[config.mk]
export PLATFORM = sky130hd
export DESIGN_NAME = sct_selftest
export DESIGN_NICKNAME = d
export VERILOG_FILES = /design/src/design/sct_timer.v /design/src/design/sct_selftest.v
export VERILOG_INCLUDE_DIRS = /design/src /design/src/design
export SDC_FILE = /design/constraint.sdc
export NUM_CORES = 1
export LEC_CHECK = 0
export ABC_AREA = 1
export ABC_CLOCK_PERIOD_IN_PS = 3660
export BUFFER_PORTS_ARGS = -buffer_cell sky130_fd_sc_hd__buf_2
export CAP_MARGIN = 5
export CORE_MARGIN = 1.5
export CORE_UTILIZATION = 55
export CTS_BUF_LIST = sky130_fd_sc_hd__clkbuf_4 sky130_fd_sc_hd__clkbuf_8
export CTS_CLUSTER_DIAMETER = 120
export DETAILED_ROUTE_END_ITERATION = 10
export PLACE_DENSITY = 0.91
export SETUP_SLACK_MARGIN = 0.2
export SYNTH_ARGS = -nofsm -noshare
export SYNTH_HDL_FRONTEND = slang
export SYNTH_HIERARCHICAL = 1
export SYNTH_SLANG_ARGS = --single-unit
[constraint.sdc]
create_clock -name mclk_in -period 3.66 [get_ports mclk_in]
set_clock_uncertainty 0.15 [all_clocks]
set_input_delay 0.183 -clock mclk_in [delete_from_list [all_inputs] [get_ports mclk_in]]
set_output_delay 0.183 -clock mclk_in [all_outputs]
set_load 0.02 [all_outputs]
[src/design/sct_defines.vh]
// Constants for the safety cut-out and brake self-test sequencer.
`ifndef SCT_DEFINES_VH
`define SCT_DEFINES_VH
`define SCT_NUM_AXES 4
`define SCT_DIS_BRAKE_BIT 3
`define SCT_DIS_OUT_BIT 12
`define SCT_DIS_WIDTH 16
`define SCT_BRK_ROUTE_BIT 0
`define SCT_CLK_MHZ 50
`define SCT_CHAIN_MS 200
`define SCT_CHAIN_CYC (`SCT_CHAIN_MS * 1000 * `SCT_CLK_MHZ)
`define SCT_SETTLE_CYC 16
`define SCT_ERR_NONE 8'h00
`define SCT_ERR_OUT_MODULE 8'h31
`define SCT_ERR_CHAIN 8'h01
`define SCT_ERR_CUTOUT 8'h02
`define SCT_ERR_OUTPUTS 8'h03
`define SCT_ERR_BRAKE 8'h04
`define SCT_ERR_VOLTAGE 8'h05
`endif

[src/design/sct_timer.v]
// Down-counting timeout timer used by the self-test sequencer.
`timescale 1ns/1ps
`default_nettype none
module sct_timer #(
    parameter WIDTH = 24
) (
    input wire mclk_in,
    input wire reset_n_in,
    input wire load_in,
    input wire [WIDTH-1:0] count_in,
    output wire expired_out
);
    reg [WIDTH-1:0] cnt_ff;
    reg [WIDTH-1:0] nxt_cnt;
    always @* begin
        nxt_cnt = cnt_ff;
        if (load_in) begin
            nxt_cnt = count_in;
        end else if (cnt_ff != {WIDTH{1'b0}}) begin
            nxt_cnt = cnt_ff - {{(WIDTH-1){1'b0}}, 1'b1};
        end
    end
    always @(posedge mclk_in or negedge reset_n_in) begin
        if (!reset_n_in) begin
            cnt_ff <= {WIDTH{1'b0}};
        end else begin
            cnt_ff <= nxt_cnt;
        end
    end
    assign expired_out = (cnt_ff == {WIDTH{1'b0}});
endmodule
`default_nettype wire

[src/design/sct_selftest.v]
// Self-test sequencer for cut-out channels, safe outputs and brake control.
`timescale 1ns/1ps
`default_nettype none
`include "sct_defines.vh"
module sct_selftest #(
    parameter CHAIN_CYC = `SCT_CHAIN_CYC
) (
    input wire mclk_in,
    input wire reset_n_in,
    input wire start_in,
    input wire [`SCT_DIS_WIDTH-1:0] safety_test_disable_param_in,
    input wire [`SCT_DIS_WIDTH-1:0] brake_b_output_param_in,
    input wire contact_chain_fb_a_in,
    input wire contact_chain_fb_b_in,
    input wire [`SCT_NUM_AXES-1:0] module_ready_in,
    input wire safe_outputs_state_in,
    input wire unsupported_out_module_in,
    input wire control_voltage_on_in,
    input wire doors_closed_in,
    input wire auto_safe_mode_in,
    input wire brake_test_fb_a_in,
    input wire brake_test_fb_b_in,
    input wire drive_ctrl_stop_in,
    input wire [`SCT_NUM_AXES-1:0] brake_req_in,
    output reg global_cutout_a_out,
    output reg spindle_cutout_a_out,
    output reg [`SCT_NUM_AXES-1:0] axis_cutout_a_out,
    output reg [`SCT_NUM_AXES-1:0] axis_cutout_b_out,
    output reg estop_input_a_out,
    output reg estop_input_b_out,
    output reg watchdog_off_out,
    output reg [`SCT_NUM_AXES-1:0] brake_a_drive_out,
    output reg [`SCT_NUM_AXES-1:0] brake_b_drive_out,
    output reg [`SCT_NUM_AXES-1:0] brake_b_safe_io_out,
    output reg servo_disable_out,
    output reg prompt_voltage_on_out,
    output reg prompt_close_doors_out,
    output reg immediate_stop_out,
    output reg busy_out,
    output reg pass_out,
    output reg [7:0] error_code_out
);
    localparam [12:0] S_IDLE = 13'h0001;
    localparam [12:0] S_BRK_OFF = 13'h0002;
    localparam [12:0] S_BRK_B = 13'h0004;
    localparam [12:0] S_BRK_A = 13'h0008;
    localparam [12:0] S_VOFF = 13'h0010;
    localparam [12:0] S_VWAIT = 13'h0020;
    localparam [12:0] S_CHAIN = 13'h0040;
    localparam [12:0] S_DOORS = 13'h0080;
    localparam [12:0] S_CUT = 13'h0100;
    localparam [12:0] S_OUTS = 13'h0200;
    localparam [12:0] S_RAISE = 13'h0400;
    localparam [12:0] S_PASS = 13'h0800;
    localparam [12:0] S_FAIL = 13'h1000;
    localparam [31:0] SETTLE_W = `SCT_SETTLE_CYC - 1;
    localparam [3:0] SETTLE = SETTLE_W[3:0];
    localparam [31:0] CHAIN_W = CHAIN_CYC;
    localparam [23:0] CHAIN_LOAD = CHAIN_W[23:0];
    localparam [23:0] SETTLE_LOAD = {20'h0_000, SETTLE};

    reg [12:0] state_ff;
    reg [12:0] nxt_state;
    reg [7:0] err_ff;
    reg [7:0] nxt_err;
    reg tmr_load;
    reg [23:0] tmr_count;
    reg settle_load;
    reg [3:0] settle_ff;
    reg [3:0] nxt_settle;
    reg chain_seen_open_ff;
    reg nxt_chain_seen_open;
    wire tmr_expired;
    wire settled;
    wire chain_closed;
    wire chain_open;
    wire skip_brake;
    wire skip_outs;
    wire route_b_io;
    wire brake_phase;

    sct_timer #(
        .WIDTH(24)
    ) u_timer (
        .mclk_in(mclk_in),
        .reset_n_in(reset_n_in),
        .load_in(tmr_load),
        .count_in(tmr_count),
        .expired_out(tmr_expired)
    );

    assign chain_closed = contact_chain_fb_a_in && contact_chain_fb_b_in;
    assign chain_open = !contact_chain_fb_a_in && !contact_chain_fb_b_in;
    assign skip_brake =
        safety_test_disable_param_in[`SCT_DIS_BRAKE_BIT];
    assign skip_outs = safety_test_disable_param_in[`SCT_DIS_OUT_BIT];
    assign route_b_io = brake_b_output_param_in[`SCT_BRK_ROUTE_BIT];
    assign brake_phase = (state_ff == S_BRK_OFF) || (state_ff == S_BRK_B) ||
        (state_ff == S_BRK_A);
    assign settled = (settle_ff == 4'h0);

    always @* begin
        nxt_settle = settle_ff;
        if (settle_load) begin
            nxt_settle = SETTLE;
        end else if (settle_ff != 4'h0) begin
            nxt_settle = settle_ff - 4'h1;
        end
    end

    always @* begin
        nxt_state = state_ff;
        nxt_err = err_ff;
        tmr_load = 1'b0;
        tmr_count = SETTLE_LOAD;
        settle_load = 1'b0;
        nxt_chain_seen_open = chain_seen_open_ff;
        if (state_ff != nxt_state) begin
            settle_load = 1'b1;
        end
        case (state_ff)
            S_IDLE: begin
                if (start_in) begin
                    nxt_err = `SCT_ERR_NONE;
                    nxt_chain_seen_open = 1'b0;
                    nxt_state = skip_brake ? S_VOFF : S_BRK_OFF;
                end
            end
            S_BRK_OFF: begin
                // Both channels off: feedback must read released.
                if (settled) begin
                    if (brake_test_fb_a_in || brake_test_fb_b_in) begin
                        nxt_err = `SCT_ERR_BRAKE;
                        nxt_state = S_FAIL;
                    end else begin
                        nxt_state = S_BRK_B;
                    end
                end
            end
            S_BRK_B: begin
                if (settled) begin
                    if (!brake_test_fb_b_in || brake_test_fb_a_in) begin
                        nxt_err = `SCT_ERR_BRAKE;
                        nxt_state = S_FAIL;
                    end else begin
                        nxt_state = S_BRK_A;
                    end
                end
            end
            S_BRK_A: begin
                if (settled) begin
                    if (!brake_test_fb_a_in || brake_test_fb_b_in) begin
                        nxt_err = `SCT_ERR_BRAKE;
                        nxt_state = S_FAIL;
                    end else begin
                        nxt_state = S_VOFF;
                    end
                end
            end
            S_VOFF: begin
                if (settled) begin
                    if (control_voltage_on_in) begin
                        nxt_err = `SCT_ERR_VOLTAGE;
                        nxt_state = S_FAIL;
                    end else begin
                        nxt_state = S_VWAIT;
                    end
                end
            end
            S_VWAIT: begin
                if (control_voltage_on_in) begin
                    tmr_load = 1'b1;
                    tmr_count = CHAIN_LOAD;
                    nxt_state = S_CHAIN;
                end
            end
            S_CHAIN: begin
                if (chain_closed) begin
                    nxt_state = S_DOORS;
                end else if (tmr_expired) begin
                    nxt_err = `SCT_ERR_CHAIN;
                    nxt_state = S_FAIL;
                end
            end
            S_DOORS: begin
                if (doors_closed_in && auto_safe_mode_in) begin
                    nxt_state = S_CUT;
                end
            end
            S_CUT: begin
                // All cut-outs low: relays drop, chain closes, ready falls.
                if (settled) begin
                    if (contact_chain_fb_a_in != contact_chain_fb_b_in) begin
                        nxt_err = `SCT_ERR_CUTOUT;
                        nxt_state = S_FAIL;
                    end else if (!chain_closed) begin
                        nxt_err = `SCT_ERR_CUTOUT;
                        nxt_state = S_FAIL;
                    end else if (|module_ready_in) begin
                        nxt_err = `SCT_ERR_CUTOUT;
                        nxt_state = S_FAIL;
                    end else if (skip_outs) begin
                        nxt_state = S_RAISE;
                    end else if (unsupported_out_module_in) begin
                        nxt_err = `SCT_ERR_OUT_MODULE;
                        nxt_state = S_FAIL;
                    end else begin
                        nxt_state = S_OUTS;
                    end
                end
            end
            S_OUTS: begin
                if (safe_outputs_state_in) begin
                    nxt_err = `SCT_ERR_OUTPUTS;
                    nxt_state = S_FAIL;
                end else if (settled) begin
                    nxt_state = S_RAISE;
                end
            end
            S_RAISE: begin
                // Raised global cut-out pulls the relay in and opens the chain.
                if (global_cutout_a_out && chain_open) begin
                    nxt_chain_seen_open = 1'b1;
                end
                if (chain_seen_open_ff) begin
                    nxt_state = S_PASS;
                end else if (tmr_expired) begin
                    nxt_err = `SCT_ERR_CHAIN;
                    nxt_state = S_FAIL;
                end
            end
            S_PASS: begin
                if (start_in) begin
                    nxt_state = S_IDLE;
                end
            end
            S_FAIL: begin
                if (start_in) begin
                    nxt_state = S_IDLE;
                end
            end
            default: begin
                nxt_state = S_FAIL;
            end
        endcase
        if (state_ff == S_CUT && nxt_state == S_RAISE) begin
            tmr_load = 1'b1;
            tmr_count = CHAIN_LOAD;
        end
        if (state_ff == S_OUTS && nxt_state == S_RAISE) begin
            tmr_load = 1'b1;
            tmr_count = CHAIN_LOAD;
        end
        if (drive_ctrl_stop_in && brake_phase) begin
            nxt_err = `SCT_ERR_BRAKE;
            nxt_state = S_FAIL;
        end
        if (nxt_state != state_ff) begin
            settle_load = 1'b1;
        end
    end

    always @(posedge mclk_in or negedge reset_n_in) begin
        if (!reset_n_in) begin
            state_ff <= S_IDLE;
            err_ff <= `SCT_ERR_NONE;
            settle_ff <= 4'h0;
            chain_seen_open_ff <= 1'b0;
        end else begin
            state_ff <= nxt_state;
            err_ff <= nxt_err;
            settle_ff <= nxt_settle;
            chain_seen_open_ff <= nxt_chain_seen_open;
        end
    end

    always @(posedge mclk_in or negedge reset_n_in) begin
        if (!reset_n_in) begin
            global_cutout_a_out <= 1'b0;
            spindle_cutout_a_out <= 1'b0;
            axis_cutout_a_out <= {`SCT_NUM_AXES{1'b0}};
            axis_cutout_b_out <= {`SCT_NUM_AXES{1'b0}};
            estop_input_a_out <= 1'b0;
            estop_input_b_out <= 1'b0;
            watchdog_off_out <= 1'b0;
            brake_a_drive_out <= {`SCT_NUM_AXES{1'b0}};
            brake_b_drive_out <= {`SCT_NUM_AXES{1'b0}};
            brake_b_safe_io_out <= {`SCT_NUM_AXES{1'b0}};
            servo_disable_out <= 1'b0;
            prompt_voltage_on_out <= 1'b0;
            prompt_close_doors_out <= 1'b0;
            immediate_stop_out <= 1'b0;
            busy_out <= 1'b0;
            pass_out <= 1'b0;
            error_code_out <= `SCT_ERR_NONE;
        end else begin
            // Once up in the raise step it stays up while the chain opens.
            global_cutout_a_out <= (nxt_state == S_PASS) ||
                ((nxt_state == S_RAISE) &&
                (chain_closed || global_cutout_a_out));
            spindle_cutout_a_out <= 1'b0;
            axis_cutout_a_out <= {`SCT_NUM_AXES{nxt_state == S_PASS}};
            axis_cutout_b_out <= {`SCT_NUM_AXES{nxt_state == S_PASS}};
            estop_input_a_out <= (nxt_state == S_PASS);
            estop_input_b_out <= (nxt_state == S_PASS);
            watchdog_off_out <= (nxt_state == S_OUTS);
            brake_a_drive_out <= (nxt_state == S_BRK_A) ?
                {`SCT_NUM_AXES{1'b1}} :
                ((nxt_state == S_PASS) ? brake_req_in : {`SCT_NUM_AXES{1'b0}});
            brake_b_drive_out <= route_b_io ? {`SCT_NUM_AXES{1'b0}} :
                ((nxt_state == S_BRK_B) ? {`SCT_NUM_AXES{1'b1}} :
                ((nxt_state == S_PASS) ? brake_req_in :
                {`SCT_NUM_AXES{1'b0}}));
            brake_b_safe_io_out <= !route_b_io ? {`SCT_NUM_AXES{1'b0}} :
                ((nxt_state == S_BRK_B) ? {`SCT_NUM_AXES{1'b1}} :
                ((nxt_state == S_PASS) ? brake_req_in :
                {`SCT_NUM_AXES{1'b0}}));
            servo_disable_out <= (nxt_state == S_BRK_OFF) ||
                (nxt_state == S_BRK_B) || (nxt_state == S_BRK_A);
            prompt_voltage_on_out <= (nxt_state == S_VWAIT);
            prompt_close_doors_out <= (nxt_state == S_DOORS) &&
                !doors_closed_in;
            immediate_stop_out <= (nxt_state == S_FAIL) &&
                (nxt_err == `SCT_ERR_BRAKE);
            busy_out <= (nxt_state != S_IDLE) && (nxt_state != S_PASS) &&
                (nxt_state != S_FAIL);
            pass_out <= (nxt_state == S_PASS);
            error_code_out <= nxt_err;
        end
    end
endmodule
`default_nettype wire

Yosys cells after proc, flatten, opt, wreduce, memory -nomap -nowiden
Index checks and enable logic that the tools add are counted.
{"block": "classes", "add_sub_neg": 2, "n_eq_ne": 31, "muxes": 68, "n_reduce_logical": 36}
{"operator": "13-bit 2-to-1 mux", "n": 24}
{"operator": "8-bit 2-to-1 mux", "n": 20}
{"operator": "13-bit one-hot mux with 12 select lines", "n": 1}
{"operator": "24-bit 2-to-1 mux", "n": 6}
{"operator": "8-bit one-hot mux with 9 select lines", "n": 1}
{"operator": "13-bit by 11-bit == test with 1-bit output, second input constant", "n": 3}
{"operator": "4-bit 2-to-1 mux", "n": 7}
{"operator": "13-bit by 10-bit == test with 1-bit output, second input constant", "n": 2}
{"operator": "13-bit by 12-bit == test with 1-bit output, second input constant", "n": 2}
{"operator": "13-bit == test, second input constant", "n": 2}
{"operator": "13-bit by 2-bit == test with 1-bit output, second input constant", "n": 2}
{"operator": "13-bit by 3-bit == test with 1-bit output, second input constant", "n": 2}
{"operator": "13-bit by 4-bit == test with 1-bit output, second input constant", "n": 2}
{"operator": "13-bit by 6-bit == test with 1-bit output, second input constant", "n": 2}
{"operator": "13-bit by 8-bit == test with 1-bit output, second input constant", "n": 2}
{"operator": "24-bit zero test", "n": 1}
{"operator": "24-bit nonzero test", "n": 1}
{"operator": "24-bit by 1-bit subtractor with 24-bit output, second input constant", "n": 1}
{"operator": "13-bit by 1-bit == test with 1-bit output, second input constant", "n": 1}
{"operator": "13-bit by 5-bit == test with 1-bit output, second input constant", "n": 1}
{"operator": "13-bit by 7-bit == test with 1-bit output, second input constant", "n": 1}
{"operator": "13-bit by 9-bit == test with 1-bit output, second input constant", "n": 1}
{"operator": "13-bit by 1-bit != test with 1-bit output, second input constant", "n": 1}
{"operator": "13-bit by 12-bit != test with 1-bit output, second input constant", "n": 1}
{"operator": "18 further kinds", "n": 50}
{"block": "word_totals", "ff_bits": 71, "in_bits": 53, "wordCells": 154}

Logic depth before layout (Yosys ltp)
{"block": "depth", "depth_word": 12, "depth_mapped": 19, "depth_no_buf": 19}

Modules after synthesis
The synthesis kept the hierarchy.
{"mod": "sct_selftest", "n_inst": 1, "cells_each": 548, "area_per_inst_um2": 3578.4}
{"mod": "sct_timer", "n_inst": 1, "cells_each": 254, "area_per_inst_um2": 1677.9}

Worst setup path before layout
No wires, ideal clock.
{"block": "synth_path", "path_type": "register to register", "from": "register state_ff[2]", "to": "register u_timer.cnt_ff[19]", "arrival_ns": 2.281, "slack_ns": 1.112, "stages_incl_launch_ff": 17, "n_path_buf": 2, "period_less_slack_ns": 2.548, "cell_sequence": "dfrtp_1 > nor2_4 > nand2_4 > nor2_8 > nand2_4 > inv_1 > nand2_2 > nand2_1 > o211ai_1 > nand2_1 > buf_2 > inv_1 > nand2_4 > inv_4 > buf_6 > nand2_1 > nand2_1"}
{"block": "synth_via", "elab_chain_cells": 8}
{"element": "from (decl)", "line": "sct_selftest.v:62", "rtl": "reg [12:0] state_ff;"}
{"element": "from (signal assigned)", "line": "sct_selftest.v:270", "rtl": "state_ff <= nxt_state;"}
{"element": "13-bit == test, or another cell as far along", "line": "sct_selftest.v:121", "rtl": "case (state_ff)"}
{"element": "2-bit OR reduction (no source line), or another cell as far along"}
{"element": "13-bit one-hot mux with 12 select lines", "line": "sct_selftest.v:121"}
{"element": "13-bit by 11-bit == test with 1-bit output", "line": "sct_selftest.v:246, sct_selftest.v:250"}
{"element": "1-bit logical AND", "line": "sct_selftest.v:246", "rtl": "if (state_ff == S_CUT && nxt_state == S_RAISE) begin"}
{"element": "24-bit 2-to-1 mux / 1-bit 2-to-1 mux (equally long branches)", "line": "sct_selftest.v:246"}
{"element": "24-bit 2-to-1 mux / 1-bit 2-to-1 mux (equally long branches)", "line": "sct_selftest.v:250", "rtl": "if (state_ff == S_OUTS && nxt_state == S_RAISE) begin"}
{"element": "24-bit 2-to-1 mux / 2-bit nonzero test (equally long branches)"}
{"element": "to (signal assigned)", "line": "sct_timer.v:25", "rtl": "cnt_ff <= {WIDTH{1'b0}};"}
{"element": "to (signal assigned)", "line": "sct_timer.v:27", "rtl": "cnt_ff <= nxt_cnt;"}
{"element": "to (decl)", "line": "sct_timer.v:13", "rtl": "reg [WIDTH-1:0] cnt_ff;"}
Several ways; a longest one is shown, not always the timed one.
A chain may end at the register's enable or synchronous reset.

Final worst setup path
{"block": "layout_path", "from": "register state_ff[6]", "to": "register u_timer.cnt_ff[0]"}
{"block": "layout_via", "elab_chain_cells": 8}
{"element": "13-bit == test, or another cell as far along", "line": "sct_selftest.v:121"}
{"element": "2-bit OR reduction (no source line), or another cell as far along"}
{"element": "13-bit one-hot mux with 12 select lines", "line": "sct_selftest.v:121"}
{"element": "13-bit by 11-bit == test with 1-bit output", "line": "sct_selftest.v:246, sct_selftest.v:250"}
{"element": "1-bit logical AND", "line": "sct_selftest.v:246"}
{"element": "24-bit 2-to-1 mux", "line": "sct_selftest.v:246"}
{"element": "24-bit 2-to-1 mux (*)", "line": "sct_selftest.v:250"}
{"element": "named net tmr_count[0]", "line": "sct_selftest.v:67", "rtl": "reg [23:0] tmr_count;"}
{"element": "24-bit 2-to-1 mux (*)", "line": "sct_timer.v:17", "rtl": "if (load_in) begin"}
The timed path passes the listed nets; every way through them passes the cells marked *.

==> results.json <==
{
  "coreArea_um2": 9240,
  "dr.pass1.iters": 6,
  "cts_tree": "built",
  "fin_setup_tns_ns": 0,
  "p_per_area_nw_per_um2": 387.7,
  "num_io_pins": 92,
  "cts_setup_buffers": 0,
  "syn_area_um2": 5256,
  "ys.flop_type": "dfrtp_1",
  "rows": 35,
  "synthTopCellsByArea": "dfrtp_1 (33%), nand2_1 (16%), nor2_1 (8.9%)",
  "netlist_top_cells_count": "nand2_1 (230), nor2_1 (124), inv_1 (94)",
  "synth_mux_area_share_pct": 0,
  "yosysTopAreaCellShare_pct": 32.85,
  "ant_nets": 0,
  "ctsResizeCount": 0,
  "finalPower_mw": 2.305,
  "syn_to_final_growth_pct": 13.09,
  "synth_area_per_cell_um2": 6.554,
  "holdWs_ns": 0.07219,
  "gr-total-overflow": 0,
  "critPathArrivalTime_ns": 3.04,
  "fin_ws_ns": 0.7123,
  "leakage_nw": 3.614,
  "reg2reg_to": "u_timer/cnt_ff[0]$_DFFE_PN0P_",
  "final_util_pct": 64.33,
  "finalCriticalPeriod_ns": 2.948,
  "grt_max_degree": 71,
  "power.internal_mw": 1.426,
  "fin_nets": 933,
  "vias_per_cell": 5.492,
  "dieArea_um2": 10150,
  "ff2ff_path_depth": 15,
  "path_class": "reg2reg",
  "yosys.area_share.simple_pct": 44.75,
  "clkLatencyLatePin_ns": 0.36,
  "p_seq_share_pct": 37.0,
  "vias": 5541,
  "ys_seq_area_share_pct": 33.35,
  "fin_crit_sh_pct": 80.54,
  "worstHoldPathCells": 3,
  "peakVddDrop_v": 0.0002903,
  "initial_core_util_pct": 56.89,
  "critPathLaunchType": "flop",
  "die_h_um": 100.8,
  "crit_path_end_kind": "flop",
  "ys_async_sr_fraction_pct": 100.0,
  "portBuffers": 61,
  "placed_area_um2": 5647,
  "grt_pass1_wl_um": 24420,
  "cts_sinks": 70,
  "outcome": "finished, final reports clean",
  "synth_cells": 802,
  "drt-total-wl_um": 14700,
  "cp.required_ns": 3.75,
  "power_switching_uw": 878.5,
  "clk_pin_slew_worst_paths_ns": 0.09,
  "synth_compound_area_share_pct": 8.546,
  "synth_most_common_cell": "nand2_1",
  "rsz0062_at_grt": "false",
  "h-tree-depth": 3,
  "stdcell_area_um2": 5944,
  "yosys.area_share.xor_xnor_pct": 2.000,
  "ys_ff_latch": 70,
  "synth_top_family_by_area": "simple AND/OR/NAND/NOR gates",
  "holdPathEnd": "state_ff[8]$_DFF_PN0_",
  "setup_violations": 0,
  "pwr-share-comb_pct": 31.3,
  "slew_violations": 0,
  "yosysWarnings": 6,
  "swShare_pct": 38.11,
  "grt_pass1_vias": 5365,
  "r2r_start": "state_ff[6]$_DFF_PN0_",
  "drive_gt1_share_pct": 16.70,
  "die_x_um": 100.8,
  "cp_max_fo": 35,
  "cts_buffers": 9,
  "synth_fa_ha_area_share_pct": 1.190,
  "instances_no_fill": 1009,
  "drc": 0,
  "routedWlPerCell_um": 14.57,
  "regToRegSetupSlack_ns": 0.71,
  "cap_violations": 0,
  "dp_hpwl_um": 10690,
  "timing.fmax_ghz": 0.3392,
  "gp_congestion": 1.064,
  "synth_edf_count": 0,
  "maxSlewHeadroom_pct": 40.95,
  "cts-root-buf": "clkbuf_8",
  "finalHoldViolations": 0,
  "tightest_slew_ns": 0.8857,
  "min_path_type": "in2reg",
  "num_antenna_cells": 0,
  "min-delay-start": "auto_safe_mode_in",
  "synth_cell_types": 47,
  "pre_cts_ws_ns": 0.7773,
  "yosys.area.top_type": "dfrtp_1",
  "grt.total_usage_pct": 30.67,
  "cts_buffer_depth": 2,
  "drtIter0Drc": 580,
  "dp_cells": 986,
  "ctsHoldBuffers": 7,
  "antenna_found_initial": 0,
  "pwr-share-clk_pct": 31.7
}
==> routing by layer <==
| layer | track usage [%] | part of all wire (%) | wire [µm] | vias to the layer above |
|---|---|---|---|---|
| li1 | - | - | - | 2679 |
| met1 | 36.54 | 40 | 5837 | 2536 |
| met2 | 53.07 | 49 | 7139 | 267 |
| met3 | 5.548 | 7.1 | 1046 | 59 |
| met4 | 15.28 | 4.6 | 677 | 0 |
| met5 | 0 | 0 | 0 | - |
==> worst max-delay path: stages (launching register included) <==
cell	delay, ns
dfrtp_1	0.44
nor2_2	0.20
nand2_2	0.17
nor2_8	0.24
nand2_4	0.12
inv_1	0.12
nand2_2	0.11
nand2_1	0.10
o211ai_1	0.25
nand2_1	0.16
buf_4	0.32
inv_1	0.13
nand2_1	0.08
o21ai_0	0.08
nand2_1	0.08
o21ai_1	0.07
==> sequential cells by signal, indices dropped and copies added (netlist names), 4 cells and up <==
| register | flops |
|---|---|
| brake_a_drive_out | 4 |
| settle_ff | 4 |
| error_code_out | 8 |
| brake_b_safe_io_out | 4 |
| u_timer/cnt_ff | 24 |
| brake_b_drive_out | 4 |
| state_ff | 13 |
==> power groups by stage <==
stage / sequential [mW] / clock, mW / combinational (mW)
2_1_floorplan: 0.884 / 0 / 0.494
3_3_place_gp: 0.862 / 0 / 0.682
3_5_place_dp: 0.865 / 0 / 0.691
4_1_cts: 0.850 / 0.742 / 0.704
5_1_grt: 0.856 / 0.777 / 0.797
6_report: 0.852 / 0.731 / 0.721
==> logic make-up (layout without fill, tap and decap cells) <==
group                    Yosys count  in the layout
other                              1             13
XOR/XNOR                          12             12
AO/OA/AOI/OAI                     75             75
flip-flops                        70             70
adder cells (fa/ha/maj)            5              5
buffers and inverters            123            189
AND/OR/NAND/NOR                  516            516
==> how the worst max path moves through the flow <==
stage | startpoint | endpoint | depth (start not counted)
2_1_floorplan | state_ff[2]$_DFF_PN0_ | u_timer/cnt_ff[19]$_DFFE_PN0P_ | 16
3_3_place_gp | state_ff[6]$_DFF_PN0_ | u_timer/cnt_ff[0]$_DFFE_PN0P_ | 15
3_5_place_dp | state_ff[6]$_DFF_PN0_ | u_timer/cnt_ff[0]$_DFFE_PN0P_ | 15
4_1_cts | state_ff[6]$_DFF_PN0_ | u_timer/cnt_ff[0]$_DFFE_PN0P_ | 15
5_1_grt | state_ff[4]$_DFF_PN0_ | u_timer/cnt_ff[0]$_DFFE_PN0P_ | 15
6_report | state_ff[6]$_DFF_PN0_ | u_timer/cnt_ff[0]$_DFFE_PN0P_ | 15
==> cell type report <==
class | count | area (µm²)
multi-input combinational | 621 | 3018
timing repair buffer | 70 | 392.9
inverter | 103 | 391.6
tap | 129 | 161.4
sequential | 70 | 1753
clock inverter | 7 | 103.9
fill | 812 | 3296
clock buffer | 9 | 123.9
==> cell usage in the layout (no fill, tap or decap), types with 3 or more instances in the layout <==
master         instances
nand2_1              230
nor2_1               124
inv_1                 94
dfrtp_1               69
nand3_1               64
buf_2                 60
o21ai_0               39
nor2_2                26
nand4_1               24
nand2_2               14
conb_1                13
a21oi_1                9
clkbuf_8               9
nor3_1                 8
inv_2                  7
o21ai_1                7
xor2_1                 7
dlygate4sd3_1          7
nand3_2                6
nand2_4                5
nand3b_1               5
ha_1                   5
xnor2_1                5
o211ai_1               4
nor2_4                 3
clkinv_4               3
buf_4                  3
Note: power is estimated with default switching activity, not from simulation.
